## src/hw/mms_pkg.sv

```systemverilog
// Constants and types for the measurement mode scheduler.
// Assumes a 100 MHz system clock; all intervals except the rate 3 gap, which GAP3_CYC sets, are derived from it.
package mms_pkg;

    // ==========================================================
    // Clock and time base
    // ==========================================================
    localparam int CLK_HZ          = 100000000;
    localparam int OSC_HZ          = 1850000;
    localparam int US_CYC          = CLK_HZ / 1000000;

    // Fixed overheads in microseconds.
    localparam int WAKE_US         = 100;
    localparam int CAP_CALC_US     = 300;
    localparam int TEMP_CALC_US    = 250;
    localparam int WORST_NUM       = 11;
    localparam int WORST_DEN       = 10;

    // Conversion times per resolution code in microseconds.
    localparam int CONV8_US        = 300;
    localparam int CONV10_US       = 1150;
    localparam int CONV12_US       = 4500;
    localparam int CONV14_US       = 18000;

    // Power-down gaps per rate code in milliseconds.
    localparam int GAP0_MS         = 0;
    localparam int GAP1_MS         = 5;
    localparam int GAP2_MS         = 25;
    localparam int GAP3_MS         = 125;

    // ==========================================================
    // Scheduling constants
    // ==========================================================
    localparam int TEMP_EVERY      = 6;
    localparam logic [2:0] CAP_CNT_RST = 3'h0;

    // Status codes carried with fetched data.
    localparam logic [1:0] ST_VALID = 2'h0;
    localparam logic [1:0] ST_STALE = 2'h1;
    localparam logic [1:0] ST_CMD   = 2'h2;

    // Configuration field positions in the stored word.
    localparam int CFG_MODE_BIT    = 0;
    localparam int CFG_RATE_LSB    = 1;
    localparam int CFG_RES_LSB     = 3;
    localparam logic [15:0] CFG_RST = 16'h0000;

    typedef enum logic [2:0] {
        ST_IDLE   = 3'b000,
        ST_WAKE   = 3'b001,
        ST_TCONV  = 3'b010,
        ST_CCONV  = 3'b011,
        ST_UPDATE = 3'b100,
        ST_GAP    = 3'b101
    } mms_state_type;

endpackage

```

## src/hw/mms_scheduler.sv

```systemverilog
// Measurement cycle scheduler for a capacitive sensor conditioner.
// Assumes the serial front end decodes commands into one-cycle pulses
// and converter results arrive as ready-made words at the end of a step.
//
// Notes on behaviour
// - One stored bit picks periodic or on-demand sleep measurement mode.
// - Periodic gap by rate code: 0, 5, 25 or 125 ms.
// - Rate code zero skips the gap and measures back to back.
// - Output register and modulated and alarm outputs update before the gap.
// - Gap expiry starts the next cycle with no command.
// - Sleep mode never starts a measurement without a host command.
// - Periodic mode converts temperature once per six capacitance cycles.
// - Capacitance conversion follows the temperature step at once.
// - Capacitance cycle is conversion plus 0.1 ms and 0.3 ms overheads.
// - Temperature step is conversion plus 0.25 ms calculation.
// - Temperature spacing is six capacitance spacings plus temperature step.
// - Capacitance spacing spans 0.70 ms up to 143.40 ms.
// - Durations scale with oscillator; worst case is typical times 1.1, except the rate 3 gap, which is set by GAP3_CYC alone.
// - Periodic mode drives serial, both modulated and alarm outputs.
// - Fetch command returns the output register contents.
// - Fetch status tells fresh valid data from stale data.
// - Refetch before a new cycle returns same data with stale status.
// - Ready rises when valid unfetched data sits in the output register.
// - Status 00 fresh, 01 fetched, 10 command mode, 11 unused.
// - Resolution code picks 8 to 14 bits, 0.30 to 18.0 ms.
// - All intervals except the rate 3 gap, which GAP3_CYC sets, come from the 1.85 MHz internal time base; here they count system clock cycles via CYC_PER_US.
// - Sleep mode converts only on request, powered down otherwise.
`timescale 1ns/1ps

module mms_scheduler #(
    parameter int DATA_W     = 14,
    parameter int WORST      = 0,
    parameter int GAP3_CYC   = 12500000,
    parameter int CYC_PER_US = mms_pkg::US_CYC
) (
    input  wire logic              clock,         // 100 MHz clock
    input  wire logic              rst_b,         // sync reset, active low
    input  wire logic              start,         // normal operation begins
    input  wire logic              command_mode,  // device in command mode
    input  wire logic [15:0]       maker_config_word, // stored config
    input  wire logic              conversion_request_command, // pulse
    input  wire logic              result_fetch_command,       // pulse
    input  wire logic [DATA_W-1:0] cap_result,    // corrected capacitance
    input  wire logic [DATA_W-1:0] temp_result,   // corrected temperature
    output logic [DATA_W-1:0]      fetch_cap,     // fetched capacitance
    output logic [DATA_W-1:0]      fetch_temp,    // fetched temperature
    output logic [1:0]             fetch_status,  // fetch status bits
    output logic                   fetch_valid,   // fetch answer strobe
    output logic                   ready,         // unfetched data present
    output logic [DATA_W-1:0]      capacitance_modulated_out, // level
    output logic [DATA_W-1:0]      temperature_modulated_out, // level
    output logic [DATA_W-1:0]      alarm_value,   // value for alarms
    output logic                   powered_down,  // core is powered down
    output logic                   temp_pulse,    // temperature step done
    output logic                   cap_pulse      // capacitance step done
);

    // ==========================================================
    // Elaboration checks and cycle counts
    // ==========================================================
    initial begin
        if (DATA_W < 8 || DATA_W > 16) begin
            $error("DATA_W must lie between 8 and 16");
        end
        if (GAP3_CYC < 1) begin
            $error("GAP3_CYC must be at least one");
        end
        // The 25 ms gap, the longest one computed here, still fits the 32-bit step counter far above this.
        if (CYC_PER_US < 1 || CYC_PER_US > 10000) begin
            $error("CYC_PER_US must lie between 1 and 10000");
        end
    end

    localparam int SCL_N = (WORST != 0) ? mms_pkg::WORST_NUM : 1;
    localparam int SCL_D = (WORST != 0) ? mms_pkg::WORST_DEN : 1;
    // Typical times follow the 1.85 MHz internal time base and are kept
    // here as system clock cycles per microsecond. A test may shrink the
    // ratio to keep runs short; the order of the steps does not change.
    localparam int UC = CYC_PER_US;

    function automatic logic [31:0] cyc(input int us);
        cyc = 32'((longint'(us) * UC * SCL_N) / SCL_D);
    endfunction

    localparam logic [31:0] WAKE_C  = cyc(mms_pkg::WAKE_US);
    localparam logic [31:0] CCALC_C = cyc(mms_pkg::CAP_CALC_US);
    localparam logic [31:0] TCALC_C = cyc(mms_pkg::TEMP_CALC_US);
    localparam logic [31:0] CONV0_C = cyc(mms_pkg::CONV8_US);
    localparam logic [31:0] CONV1_C = cyc(mms_pkg::CONV10_US);
    localparam logic [31:0] CONV2_C = cyc(mms_pkg::CONV12_US);
    localparam logic [31:0] CONV3_C = cyc(mms_pkg::CONV14_US);
    localparam logic [31:0] GAP1_C  = cyc(mms_pkg::GAP1_MS * 1000);
    localparam logic [31:0] GAP2_C  = cyc(mms_pkg::GAP2_MS * 1000);
    localparam logic [31:0] GAP3_C  = 32'(GAP3_CYC);

    // ==========================================================
    // Latched configuration
    // ==========================================================
    logic        run_ff;
    logic        sleep_ff;
    logic [1:0]  rate_ff;
    logic [1:0]  res_ff;

    always_ff @(posedge clock) begin
        if (!rst_b) begin
            run_ff   <= 1'b0;
            sleep_ff <= 1'b0;
            rate_ff  <= 2'h0;
            res_ff   <= 2'h0;
        end else if (start && !run_ff) begin
            run_ff   <= 1'b1;
            sleep_ff <= maker_config_word[mms_pkg::CFG_MODE_BIT];
            rate_ff  <= maker_config_word[mms_pkg::CFG_RATE_LSB +: 2];
            res_ff   <= maker_config_word[mms_pkg::CFG_RES_LSB +: 2];
        end
    end

    // Conversion time by resolution, same for both quantities.
    wire [31:0] conv_c = (res_ff == 2'h0) ? CONV0_C :
                         (res_ff == 2'h1) ? CONV1_C :
                         (res_ff == 2'h2) ? CONV2_C : CONV3_C;
    wire [31:0] gap_c  = (rate_ff == 2'h1) ? GAP1_C :
                         (rate_ff == 2'h2) ? GAP2_C : GAP3_C;
    wire        no_gap = (rate_ff == 2'h0);

    // ==========================================================
    // Sequencer
    // ==========================================================
    mms_pkg::mms_state_type state_ff;
    mms_pkg::mms_state_type nxt_state;
    logic [31:0] cnt_ff;
    logic [2:0]  capn_ff;
    logic        first_ff;
    logic        pend_ff;

    wire cnt_done = (cnt_ff == 32'h0);
    // Every sleep cycle and the very first cycle include temperature.
    // The count reaches six once six capacitance results follow the last
    // temperature step, so temperature comes once per six of them.
    wire need_temp = sleep_ff || first_ff ||
                     (capn_ff == 3'(mms_pkg::TEMP_EVERY));
    wire go_req = sleep_ff && (conversion_request_command || pend_ff);

    always_comb begin
        nxt_state = state_ff;
        case (state_ff)
            mms_pkg::ST_IDLE: begin
                if (run_ff && (!sleep_ff || go_req)) begin
                    nxt_state = mms_pkg::ST_WAKE;
                end
            end
            mms_pkg::ST_WAKE: begin
                if (cnt_done) begin
                    nxt_state = need_temp ? mms_pkg::ST_TCONV
                                          : mms_pkg::ST_CCONV;
                end
            end
            mms_pkg::ST_TCONV: begin
                if (cnt_done) begin
                    nxt_state = mms_pkg::ST_CCONV;
                end
            end
            mms_pkg::ST_CCONV: begin
                if (cnt_done) begin
                    nxt_state = mms_pkg::ST_UPDATE;
                end
            end
            mms_pkg::ST_UPDATE: begin
                if (sleep_ff) begin
                    nxt_state = mms_pkg::ST_IDLE;
                end else if (no_gap) begin
                    nxt_state = mms_pkg::ST_WAKE;
                end else begin
                    nxt_state = mms_pkg::ST_GAP;
                end
            end
            mms_pkg::ST_GAP: begin
                if (cnt_done) begin
                    nxt_state = mms_pkg::ST_WAKE;
                end
            end
            default: nxt_state = mms_pkg::ST_IDLE;
        endcase
    end

    // Load value for the step counter on entry to each timed state.
    wire        enter = (nxt_state != state_ff) ||
                        (state_ff == mms_pkg::ST_UPDATE);
    wire [31:0] load_c =
        (nxt_state == mms_pkg::ST_WAKE)  ? WAKE_C - 32'h1 :
        (nxt_state == mms_pkg::ST_TCONV) ? conv_c + TCALC_C - 32'h1 :
        (nxt_state == mms_pkg::ST_CCONV) ? conv_c + CCALC_C - 32'h1 :
        (nxt_state == mms_pkg::ST_GAP)   ? gap_c - 32'h1 : 32'h0;

    always_ff @(posedge clock) begin
        if (!rst_b) begin
            state_ff <= mms_pkg::ST_IDLE;
            cnt_ff   <= 32'h0;
        end else begin
            state_ff <= nxt_state;
            cnt_ff   <= enter ? load_c : (cnt_done ? 32'h0 : cnt_ff - 32'h1);
        end
    end

    // Capacitance cycle counter and pending request.
    wire t_end = (state_ff == mms_pkg::ST_TCONV) && cnt_done;
    wire c_end = (state_ff == mms_pkg::ST_CCONV) && cnt_done;

    always_ff @(posedge clock) begin
        if (!rst_b) begin
            capn_ff  <= mms_pkg::CAP_CNT_RST;
            first_ff <= 1'b1;
            pend_ff  <= 1'b0;
        end else begin
            if (t_end) begin
                capn_ff <= mms_pkg::CAP_CNT_RST;
            end else if (c_end) begin
                capn_ff <= capn_ff + 3'h1;
            end
            if (c_end) begin
                first_ff <= 1'b0;
            end
            // A request arriving mid-cycle is held for the next one.
            if (conversion_request_command && sleep_ff &&
                state_ff != mms_pkg::ST_IDLE) begin
                pend_ff <= 1'b1;
            end else if (state_ff == mms_pkg::ST_IDLE && go_req) begin
                pend_ff <= 1'b0;
            end
        end
    end

    // ==========================================================
    // Output register, fetch and ready
    // ==========================================================
    logic [DATA_W-1:0] treg_ff;
    logic [DATA_W-1:0] creg_ff;
    logic              fresh_ff;
    logic              done_ff;
    logic              fv_ff;
    logic [1:0]        fst_ff;

    wire upd = (state_ff == mms_pkg::ST_UPDATE);
    wire [1:0] st_now = command_mode ? mms_pkg::ST_CMD :
                        fresh_ff ? mms_pkg::ST_VALID
                                 : mms_pkg::ST_STALE;

    always_ff @(posedge clock) begin
        if (!rst_b) begin
            treg_ff   <= '0;
            creg_ff   <= '0;
            fresh_ff  <= 1'b0;
            done_ff   <= 1'b0;
            fv_ff     <= 1'b0;
            fst_ff    <= mms_pkg::ST_STALE;
            fetch_cap <= '0;
            fetch_temp <= '0;
            capacitance_modulated_out <= '0;
            temperature_modulated_out <= '0;
            alarm_value <= '0;
        end else begin
            if (t_end) begin
                treg_ff <= temp_result;
            end
            if (c_end) begin
                creg_ff <= cap_result;
            end
            if (upd) begin
                // Outputs refresh before the gap begins.
                done_ff <= 1'b1;
                capacitance_modulated_out <= creg_ff;
                temperature_modulated_out <= treg_ff;
                alarm_value <= creg_ff;
            end
            // A new cycle landing with a fetch wins: data stays fresh.
            if (upd) begin
                fresh_ff <= 1'b1;
            end else if (result_fetch_command) begin
                fresh_ff <= 1'b0;
            end
            fv_ff <= result_fetch_command;
            if (result_fetch_command) begin
                fst_ff     <= st_now;
                fetch_cap  <= done_ff ? capacitance_modulated_out
                                      : fetch_cap;
                fetch_temp <= done_ff ? temperature_modulated_out
                                      : fetch_temp;
            end
        end
    end

    assign fetch_status = fst_ff;
    assign fetch_valid  = fv_ff;
    assign ready        = fresh_ff;
    assign powered_down = (state_ff == mms_pkg::ST_IDLE) ||
                          (state_ff == mms_pkg::ST_GAP);
    assign temp_pulse   = t_end;
    assign cap_pulse    = c_end;

endmodule

```

## config.mk

```make
export PLATFORM = sky130hd
export DESIGN_NAME = mms_scheduler
export DESIGN_NICKNAME = d
export VERILOG_FILES = /design/src/hw/mms_pkg.sv /design/src/hw/mms_scheduler.sv
export SDC_FILE = /design/constraint.sdc
export NUM_CORES = 1
export LEC_CHECK = 0
export ABC_AREA = 1
export BUFFER_PORTS_ARGS = -buffer_cell sky130_fd_sc_hd__buf_2
export CAP_MARGIN = 20
export CORE_MARGIN = 4
export CORE_UTILIZATION = 40
export CTS_CLUSTER_DIAMETER = 60
export DETAILED_ROUTE_END_ITERATION = 6
export GPL_TIMING_DRIVEN = 1
export SKIP_LAST_GASP = 1
export SYNTH_ARGS = -nofsm -noshare
export SYNTH_HDL_FRONTEND = slang
export SYNTH_SLANG_ARGS = --single-unit
```

## constraint.sdc

```tcl
create_clock -name clock -period 2.1 [get_ports clock]
set_input_delay 0.42 -clock clock [delete_from_list [all_inputs] [get_ports clock]]
set_output_delay 0.42 -clock clock [all_outputs]
set_load 0.01 [all_outputs]
```

==> metrics, run 1 <==
Reg clk slew, reported paths=about 0.06 ns; Syn Inst Count=873; critical path capture point=cnt_ff[7]; effective utilization at floorplan=41.0%; Clock Skews=0.0161 ns; final cell count without fillers=1,256; Post-synth EDFFs=0; Slew Limit Fails=0; clock latency at the later pin of the worst-skew pair=0.43 ns; period utilization=108%; synthesis-to-layout area growth=33.9%; syn avg cell area=a little over 7 µm²; largest net degree at the start of global routing=75; Routability Congestion=0.889; ranking of synthesized cells by area=dfxtp_1, nor2_1, o21ai_0; antenna violations before repair=0; Synth top cells by count=nor2_1, dfxtp_1, nand2_1; Routed Wire Length=between 15,000 and 20,000 µm; number of remaining DRC errors=0; failing checks=negative setup slack; layout cell share with drive strength beyond 1=31.8%; Post-DP Area=7280 µm²; I/O pins=127; final setup fails=34; minimum clock period=2.27 ns; GRT Resource Usage Total=18.7%; count leader, synth=nor2_1; Site Rows=45; Leak=3.85 nW; Worst setup EP type=flop; cells on worst reg2reg path=16; CTS Buf Count=17; DR pass1 iterations=5; post-synthesis instance area=approximately 6300 µm²; clk sink count=135; dominant cell type by area after synthesis=dfxtp_1; Setup TNS=-3.46 ns; die width=133 µm; syn_nets=between 900 and 1k; Worst Path Max Fanout=6; pre-CTS setup slack=-0.139 ns; core region area=15,300 µm²; wire per inst=13.5 µm; Die Height=133 µm; Post-synth ARST share=0%; crit-path max cell delay=0.32 ns; CTS Root Cell=clkbuf_16; Fmax=440 MHz; crit start category=flop; Congestion Overflow GR=0; r2r setup slk=-0.17 ns; Max Root-Sink Buffers=2; Setup WS post-layout=-0.171 ns; post-route ant nets=0; vias in the first global route=5,422; Distinct cells, synth=39; startpoint of the worst register-to-register path=cnt_ff[0]; dpl hpwl=11,700 µm; critical path required time=2.44 ns; Max-Cap Viols=0; full die area=17,800 µm²; htree depth=4; global-route wire length before repair=about 27,000 µm; WS Path Type=flop to flop; Cell Pwr Density=1230 nW/µm²; R2R Path End=cnt_ff[7]; CTS tree=done; placed cells=between 1k and 1.5k; first-iteration detailed-routing DRC count=approximately 370; Slew headroom=between 50% and 60%; vias=5,918; fin area=about 8400 µm²; Ys Warns=0; antenna cells=0; Slowest-stage cell, CP=dfxtp_2; outcome=finished with violations; part of the Yosys area used for sequential elements=43.0%; Final Hold Fails=0; VDD IR-drop max=roughly 0.61 mV; Min-Delay Path Class=input pin to flop; worst slew pin tran=0.718 ns; Seq cells post-synth=135; IO buf count=115; Post-synth top flop=dfxtp_1; CP cell instances=inv_2, ha_4, nand2_2, nor2_2, nand2_2, nor2_4, nand2_2, buf_4, nand2_4, nand3_4, nand2_2, nand2_2, nor2_4, buf_2, nand3_1, o21ai_1; vias per inst=4.71; Synth top area share=43.0%; RSZ-0062 raised after global routing=yes; worst setup path start=cnt_ff[0]; Arr. time, crit path=2.61 ns; most frequent CP cell=nand2_2; Net count, final=1,098
-- cell type report --
class | instances | area [µm²]
fillers | 1489 | 6900
repair buffers | 187 | 1210
clock buffers | 18 | 439
clock inverters | 13 | 123
flip-flops and latches | 135 | 2710
inverters | 61 | 231
multi-input cells | 631 | 3440
well taps | 211 | 264
-- power breakdown --
group | total (mW) | internal [mW] | switching (mW)
Clock | 2.84 | 1.66 | 1.17
Sequential | 3.01 | 2.80 | 0.206
Combinational | 4.50 | 1.93 | 2.57
Total | 10.4 | 6.40 | 3.95
-- routing by layer --
metal | GRT usage, % | vias to the layer above | share of wire [%]
met5 | 0 | - | 0
met4 | 5.77 | 0 | 1.9
met3 | 4.65 | 24 | 5.1
met2 | 30.5 | 154 | 47
met1 | 24.5 | 2651 | 46
li1 | - | 3089 | -
-- per-stage QoR --
stage	power, mW	hold slack, ns	util (%)
global placement	6.53	0.430	47.5
finish	10.4	0.195	54.9
floorplan	5.48	0.412	-
detailed placement	6.54	0.435	47.5
CTS	9.91	0.183	52.9
global route	11.0	0.206	54.9
-- critical path, delay by kind of cell, from the launching register on --
| kind | cells | cell delay [ns] |
|---|---|---|
| AO/OA/AOI/OAI | 1 | 0.10 |
| flip-flops | 1 | 0.32 |
| buffers and inverters | 3 | 0.44 |
| adder cells (fa/ha/maj) | 1 | 0.14 |
| AND/OR/NAND/NOR | 11 | 1.15 |
-- how the worst min path moves through the flow --
stage                 startpoint         endpoint  cells past startpoint
global route        command_mode  fetch_status[0]                      2
finish              command_mode  fetch_status[0]                      2
floorplan              cnt_ff[0]        cnt_ff[0]                      1
CTS                 command_mode  fetch_status[0]                      2
global placement       cnt_ff[0]        cnt_ff[0]                      1
detailed placement     cnt_ff[0]        cnt_ff[0]                      1
-- cell usage in the layout (no fill, tap or decap), types with 13 or more instances in the layout --
cell       synthesis  layout
a21oi_1           38      37
nand3_1           29      23
buf_2              3     114
xor2_1            21      20
clkbuf_16          0      17
nand2_2            8      18
dfxtp_1          135     131
inv_1             49      45
buf_4             15      60
nor2_4             5      15
nor2_1           223     207
ha_1              15      14
nor2_2            14      20
nand2_1          125     111
inv_2             10      13
o21ai_0           95      88
-- registers in the layout, summed over array words and instances (netlist names) --
register / flops
pend_ff: 1
fetch_status: 2
fetch_temp: 14
creg_ff: 14
alarm_value: 14
sleep_ff: 1
first_ff: 1
ready: 1
cnt_ff: 32
fetch_cap: 14
run_ff: 1
fetch_valid: 1
state_ff: 3
temperature_modulated_out: 14
capn_ff: 3
rate_ff: 2
done_ff: 1
treg_ff: 14
res_ff: 2
-- cells by family (layout without fill, tap and decap cells) --
kind of cell | count (synthesis) | count (layout) | synth area share, %
DFF | 135 | 135 | 43.0
buffers and inverters | 109 | 279 | 7.71
AOI/OAI and AO/OA | 147 | 147 | 12.1
adders and majority gates | 15 | 15 | 2.99
xor gates and xnor gates | 26 | 26 | 3.62
and+or+nand+nor | 441 | 443 | 30.6
-- repair_timing --
action,4_1_cts,5_1_grt
gates cloned,1,2
gates resized for setup,33,65
pin swaps,15,20
endpoints found under the setup margin,33,34
setup buffers,14,8
hold buffers,0,0
Note: power is estimated with default switching activity, not from simulation.
==> run 2: changes to the inputs <==
Settings changed: CORE_UTILIZATION 40 to 27.
==> run 2 against run 1 <==
The flow still finishes with violations (negative setup slack). Core utilization decreased by 17 points. First-iteration DRC count decreased by 39%. Flip-flop and latch count unchanged. Global-route usage decreased by 5.2 points. Design area increased by 2.5%. Hold slack improved by 0.019 ns. Total power increased by 4.2%. Routed wire length increased by 3.4%. Clock-buffer cell count unchanged. Sequential share of layout area decreased by 0.71 points. Critical path depth decreased by 6. Via count increased by 1.4%. Largest power group unchanged. Highest routed layer unchanged.
==> metrics, run 2 (same netlist as run 1, synthesis figures left out) <==
Site Rows=55 (+22%); Max Root-Sink Buffers=2 (unchanged); full die area=25,800 µm² (+45%); Fill cells=2,399 (+61%); clock power share=27.5% (about the same); Worst Path Max Fanout=4 (-2); wire per inst=12.8 µm (-5.1%); CTS tree=done; Setup WS post-layout=-0.120 ns (+0.0506 ns); Die Height=161 µm (+20%); period utilization=106% (-2.4 points); die width=161 µm (+20%); Clock Skews=0.0104 ns (-0.00561 ns); outcome=finished with violations; vias=5,999 (+1.4%); Cell Pwr Density=1250 nW/µm² (+1.7%); clock latency at the later pin of the worst-skew pair=0.42 ns (about the same); Arr. time, crit path=1.80 ns (-0.81 ns); startpoint of the worst register-to-register path=cnt_ff[0]; Flop pwr share=28.2% (-0.9 points); r2r setup slk=-0.06 ns (+0.11 ns); worst slew pin tran=0.501 ns (-0.217 ns); I/O pins=127 (unchanged); Fmax=450 MHz (+2.3%); pre-CTS setup slack=-0.0913 ns (+0.0480 ns); global-route wire length before repair=28,600 µm (+5.7%); Pint=6.75 mW (+5.5%); NetSw=4.04 mW (+2.2%); vias in the first global route=5,780 (+6.6%); critical path capture point=temp_pulse; most common cell after layout, fill and taps aside=nor2_1; commonest cells after routing, fill and taps aside=nor2_1, dfxtp_1, buf_2; dpl hpwl=12,300 µm (+5.2%); critical path required time=1.68 ns (-0.76 ns); DR pass1 iterations=4 (-1); GRT Resource Usage Total=13.5% (-5.2 points); Setup TNS=-0.771 ns (+2.69 ns); final setup fails=24 (-29%); cells on worst reg2reg path=18 (+2); CTS Root Cell=clkbuf_16; clk sink count=135 (unchanged); Comb power frac=44.4% (+0.9 points); Slew Limit Fails=0 (unchanged); Congestion Overflow GR=0 (unchanged); CTS Buf Count=17 (unchanged); total power=10.8 mW (+4.2%); layout cell share with drive strength beyond 1=32.9% (+1.1 points); max reg flops=32 (unchanged); Slew headroom=66.6% (+15 points); minimum clock period=2.22 ns (-0.0506 ns); IO buf count=115 (unchanged); largest net degree at the start of global routing=90 (+20%); Final Hold Fails=0 (unchanged); first-iteration detailed-routing DRC count=226 (-39%); vias per inst=4.39 (-6.9%); Routed Wire Length=17,500 µm (+3.4%); RSZ-0062 raised after global routing=yes; failing checks=negative setup slack; WS Path Type=flop to output pin; sw frac=37.5% (-0.73 points); synthesis-to-layout area growth=37.3%; worst setup path start=cnt_ff[0]; worst hold slack=0.214 ns (+0.0194 ns); fin util=37.9% (-17 points); cts hold-fix bufs=0 (unchanged); core region area=22,800 µm² (+49%); effective utilization at floorplan=27.6% (-13 points); Net count, final=1,108 (+0.91%); R2R Path End=cnt_ff[11]; Max-Cap Viols=0 (unchanged); Reg with most FFs=cnt_ff; htree depth=4 (unchanged); Routability Congestion=0.872 (-1.9%); VDD IR-drop max=0.564 mV (-7.9%); antenna violations before repair=0 (unchanged); post-route ant nets=0 (unchanged); Min-Delay Path Class=input pin to flop; number of remaining DRC errors=0 (unchanged); Worst setup EP type=output pin; antenna cells=0 (unchanged); crit start category=flop; Leak=3.90 nW (+1.4%); Reg clk slew, reported paths=0.06 ns (about the same)
## run 2: changes by cell type in the layout (fill, tap and decap cells not counted), moves of 3 or more
| cell | delta |
|---|---|
| buf_6 | +3 |
| o21ai_2 | -8 |
| nand3_2 | +6 |
| nand3_1 | -4 |
| buf_4 | +10 |
| dfxtp_2 | +3 |
| o21ai_1 | +5 |
| o21ai_0 | +3 |
| dfxtp_1 | -4 |
| nor2_4 | +3 |
## run 2: final cells by class
class | instances | area [µm²] | area share [%]
repair buffers | 198 | 1280 | 14.8
well taps | 313 | 392 | 4.54
multi-input cells | 630 | 3420 | 39.7
clock inverters | 13 | 146 | 1.70
inverters | 61 | 229 | 2.65
clock buffers | 18 | 439 | 5.09
flip-flops and latches | 135 | 2720 | 31.5
## run 2: routing by layer
| layer | up-vias | GRT usage (%) | share of wire, % |
|---|---|---|---|
| met3 | 14 | 3.44 | 4.9 |
| met1 | 2736 | 17.0 | 47 |
| li1 | 3116 | - | - |
| met2 | 133 | 22.9 | 47 |
| met4 | 0 | 4.03 | 1.3 |
| met5 | - | 0 | 0 |
## run 2: metrics by stage
stage / instance area [µm²] / instances
after floorplan: 6280 / 873
after global placement: 7410 / 1305
after detailed placement: 7410 / 1305
after CTS: 8410 / 1359
after global routing: 8620 / 1368
final: 8620 / 1368
## run 2: worst min-delay path by stage
stage	cells after the start	slack (ns)	from	endpoint
floorplan	1	0.41	cnt_ff[0]	cnt_ff[0]
global placement	1	0.42	cnt_ff[0]	cnt_ff[0]
detailed placement	1	0.45	cnt_ff[0]	cnt_ff[0]
CTS	2	0.20	command_mode	fetch_status[0]
global route	2	0.21	command_mode	fetch_status[0]
finish	2	0.21	command_mode	fetch_status[0]
## run 2: repair_timing
action	in CTS	in global routing
resized for setup	58	49
cloned	1	1
pin swaps	32	17
hold endpoints to repair	0	0
setup endpoints to repair	33	34
buffers inserted	24	9
## run 2: power groups by stage
| stage | combinational, mW | clock, mW | sequential, mW |
|---|---|---|---|
| finish | 4.79 | 2.96 | 3.04 |
| detailed placement | 3.54 | 0 | 3.04 |
| floorplan | 2.47 | 0 | 3.01 |
| global placement | 3.54 | 0 | 3.03 |
| global route | 5.22 | 3.15 | 3.07 |
| CTS | 4.40 | 3.04 | 3.02 |
## run 2: worst max-delay path, cell delays in order, from the launching register on
cell and delay (ns):
dfxtp_2 0.32, inv_2 0.07, ha_4 0.13, nand2_1 0.04, nor2_1 0.08, nand2_1 0.09
nor2_4 0.17, nand2_2 0.08, buf_6 0.12, nor3_4 0.11, buf_2 0.16
==> run 3: changes to the inputs <==
--- a/config.mk
+++ b/config.mk
@@ -15,2 +15,3 @@
 export GPL_TIMING_DRIVEN = 1
+export SETUP_SLACK_MARGIN = 0.02
 export SKIP_LAST_GASP = 1
==> constraint.sdc (replaced) <==
create_clock -name clock -period 2.1 [get_ports clock]
set_input_delay 0.315 -clock clock [delete_from_list [all_inputs] [get_ports clock]]
set_output_delay 0.315 -clock clock [all_outputs]
set_load 0.01 [all_outputs]
==> run 3 against run 2 <==
The flow still finishes with violations (negative setup slack). Total power down 1.1%. Routed wire length up 1.0%. Non-clock buffer count down 5.
==> metrics, run 3 (same netlist as run 1, synthesis figures left out) <==
Max Root-Sink Buffers=2 (unchanged); Slew headroom=64.2% (-2.4 points); synthesis-to-layout area growth=37.0%; Min-Delay Path Class=input pin to flop; Setup TNS=-0.693 ns (+0.0785 ns); fin area=8610 µm² (-0.22%); Die Height=161 µm (unchanged); Cell Pwr Density=1240 nW/µm² (-0.85%); Worst Path Max Fanout=6 (+2); I/O pins=127 (unchanged); Final Hold Fails=0 (unchanged); placed cells=1,306 (+0.077%); antenna violations before repair=1 (+1); CP bufs+invs=3 (unchanged); outcome=finished with violations; vias=5,954 (-0.75%); Fmax=458 MHz (+1.7%); most frequent CP cell=nand2_1; cell count of the worst hold path=2 (unchanged); crit start category=flop; first-iteration detailed-routing DRC count=320 (+42%); CTS Buf Count=17 (unchanged); total power=10.7 mW (-1.1%); Post-DP Area=7420 µm² (+0.10%); Reg clk slew, reported paths=0.06 ns (about the same); Leak=3.87 nW (-0.84%); RSZ-0062 raised after global routing=yes; period utilization=104% (-1.7 points); Reg with most FFs=cnt_ff; Slowest-stage cell, CP=dfxtp_2; crit-path max cell delay=0.32 ns (about the same); dpl hpwl=12,300 µm (about the same); die width=161 µm (unchanged); Slew Limit Fails=0 (unchanged); clock latency at the later pin of the worst-skew pair=0.42 ns (about the same); vias in the first global route=5,642 (-2.4%); Worst setup EP type=flop; max reg flops=32 (unchanged); effective utilization at floorplan=27.6% (unchanged); WS Path Type=flop to flop; largest net degree at the start of global routing=90 (unchanged); core region area=22,800 µm² (unchanged); Setup WS post-layout=-0.0833 ns (+0.0367 ns); commonest cells after routing, fill and taps aside=nor2_1, dfxtp_1, buf_2; worst slew pin tran=0.537 ns (+0.0360 ns); Routability Congestion=0.874 (+0.23%); pre-CTS setup slack=-0.0647 ns (+0.0266 ns); critical path required time=2.40 ns (+0.72 ns); CP cell instances=inv_2, ha_4, nand2_1, nor2_1, nand2_1, nor2_4, nand2_2, buf_4, nand2_1, nand2_1, inv_1, or2_0, nand3_1, nand2_1, o21ai_1; cells on worst reg2reg path=15 (-3); Routed Wire Length=17,600 µm (+1.0%); final setup fails=19 (-21%); full die area=25,800 µm² (unchanged); vias per inst=4.36 (-0.53%); most common cell after layout, fill and taps aside=nor2_1; GRT Resource Usage Total=13.6% (+0.092 points); CTS Root Cell=clkbuf_16; Max-Cap Viols=0 (unchanged); clk sink count=135 (unchanged); Congestion Overflow GR=0 (unchanged); Net count, final=1,103 (-0.45%); global-route wire length before repair=28,900 µm (+0.94%); final cell count without fillers=1,365 (-0.22%); minimum clock period=2.18 ns (-0.0367 ns); wire per inst=12.9 µm (+1.2%); layout cell share with drive strength beyond 1=32.6% (-0.26 points); DR pass1 iterations=4 (unchanged); failing checks=negative setup slack; WP depth=15 (+5); Arr. time, crit path=2.48 ns (+0.68 ns); CP delay by family, top=simple AND/OR/NAND/NOR gates; cts hold-fix bufs=0 (unchanged); fin util=37.8% (-0.082 points); Clock Skews=0.0107 ns (+0.000280 ns); Site Rows=55 (unchanged); IO buf count=115 (unchanged); CTS tree=done; post-route ant nets=0 (unchanged); VDD IR-drop max=0.620 mV (+9.9%); number of remaining DRC errors=0 (unchanged); worst hold slack=0.107 ns (-0.107 ns); htree depth=4 (unchanged)
[run 3: cell count changes in the layout (fill, tap and decap cells not counted), moves of 2 or more]
cell | previous run | this run
nand3_1 | 19 | 25
inv_2 | 15 | 18
a21oi_2 | 2 | 4
nand3_2 | 10 | 4
nor2_1 | 205 | 203
nand2_1 | 110 | 112
inv_1 | 45 | 41
buf_4 | 70 | 63
o21ai_0 | 91 | 88
o21ai_2 | 3 | 5
nor3_2 | 0 | 2
nand2_2 | 19 | 17
[run 3: where the power goes]
group	internal, mW	leakage (nW)	switching [mW]	total (mW)
Combinational	2.05	2.49	2.55	4.60
Clock	1.83	0.285	1.21	3.04
Sequential	2.81	1.10	0.227	3.04
Total	6.69	3.87	3.99	10.7
[run 3: final timing paths]
kind / startpoint / end / slack, ns
worst min register to register: cnt_ff[0] / cnt_ff[0] / 0.43
worst max-delay path: cnt_ff[0] / cnt_ff[15] / -0.08
worst max register to register: cnt_ff[0] / cnt_ff[15] / -0.08
worst min-delay path: command_mode / fetch_status[0] / 0.11
[run 3: worst reg2reg max path, stage by stage, from the launching register on]
cell	delay, ns
dfxtp_2	0.32
inv_2	0.07
ha_4	0.15
nand2_1	0.05
nor2_1	0.09
nand2_1	0.09
nor2_4	0.16
nand2_2	0.08
buf_4	0.15
nand2_1	0.14
nand2_1	0.15
inv_1	0.19
or2_0	0.13
nand3_1	0.11
nand2_1	0.11
o21ai_1	0.08
[run 3: layer usage]
metal | GRT usage (%) | wire, µm
met4 | 4.46 | 274
met3 | 3.21 | 759
met1 | 17.8 | 8410
met5 | 0 | 0
met2 | 22.2 | 8200
[run 3: layout make-up]
class	instances	area (µm²)
diodes	1	2.50
clock buffers	20	457
clock inverters	12	143
fillers	2372	14200
inverters	61	231
multi-input cells	630	3400
flip-flops and latches	135	2720
well taps	313	392
repair buffers	193	1270
[run 3: timing repair]
item                                    4_1_cts  5_1_grt
cloned                                        2        1
buffers inserted                             17       10
pin swaps                                    24       28
gates resized for setup                      62       54
endpoints found under the setup margin       33       62
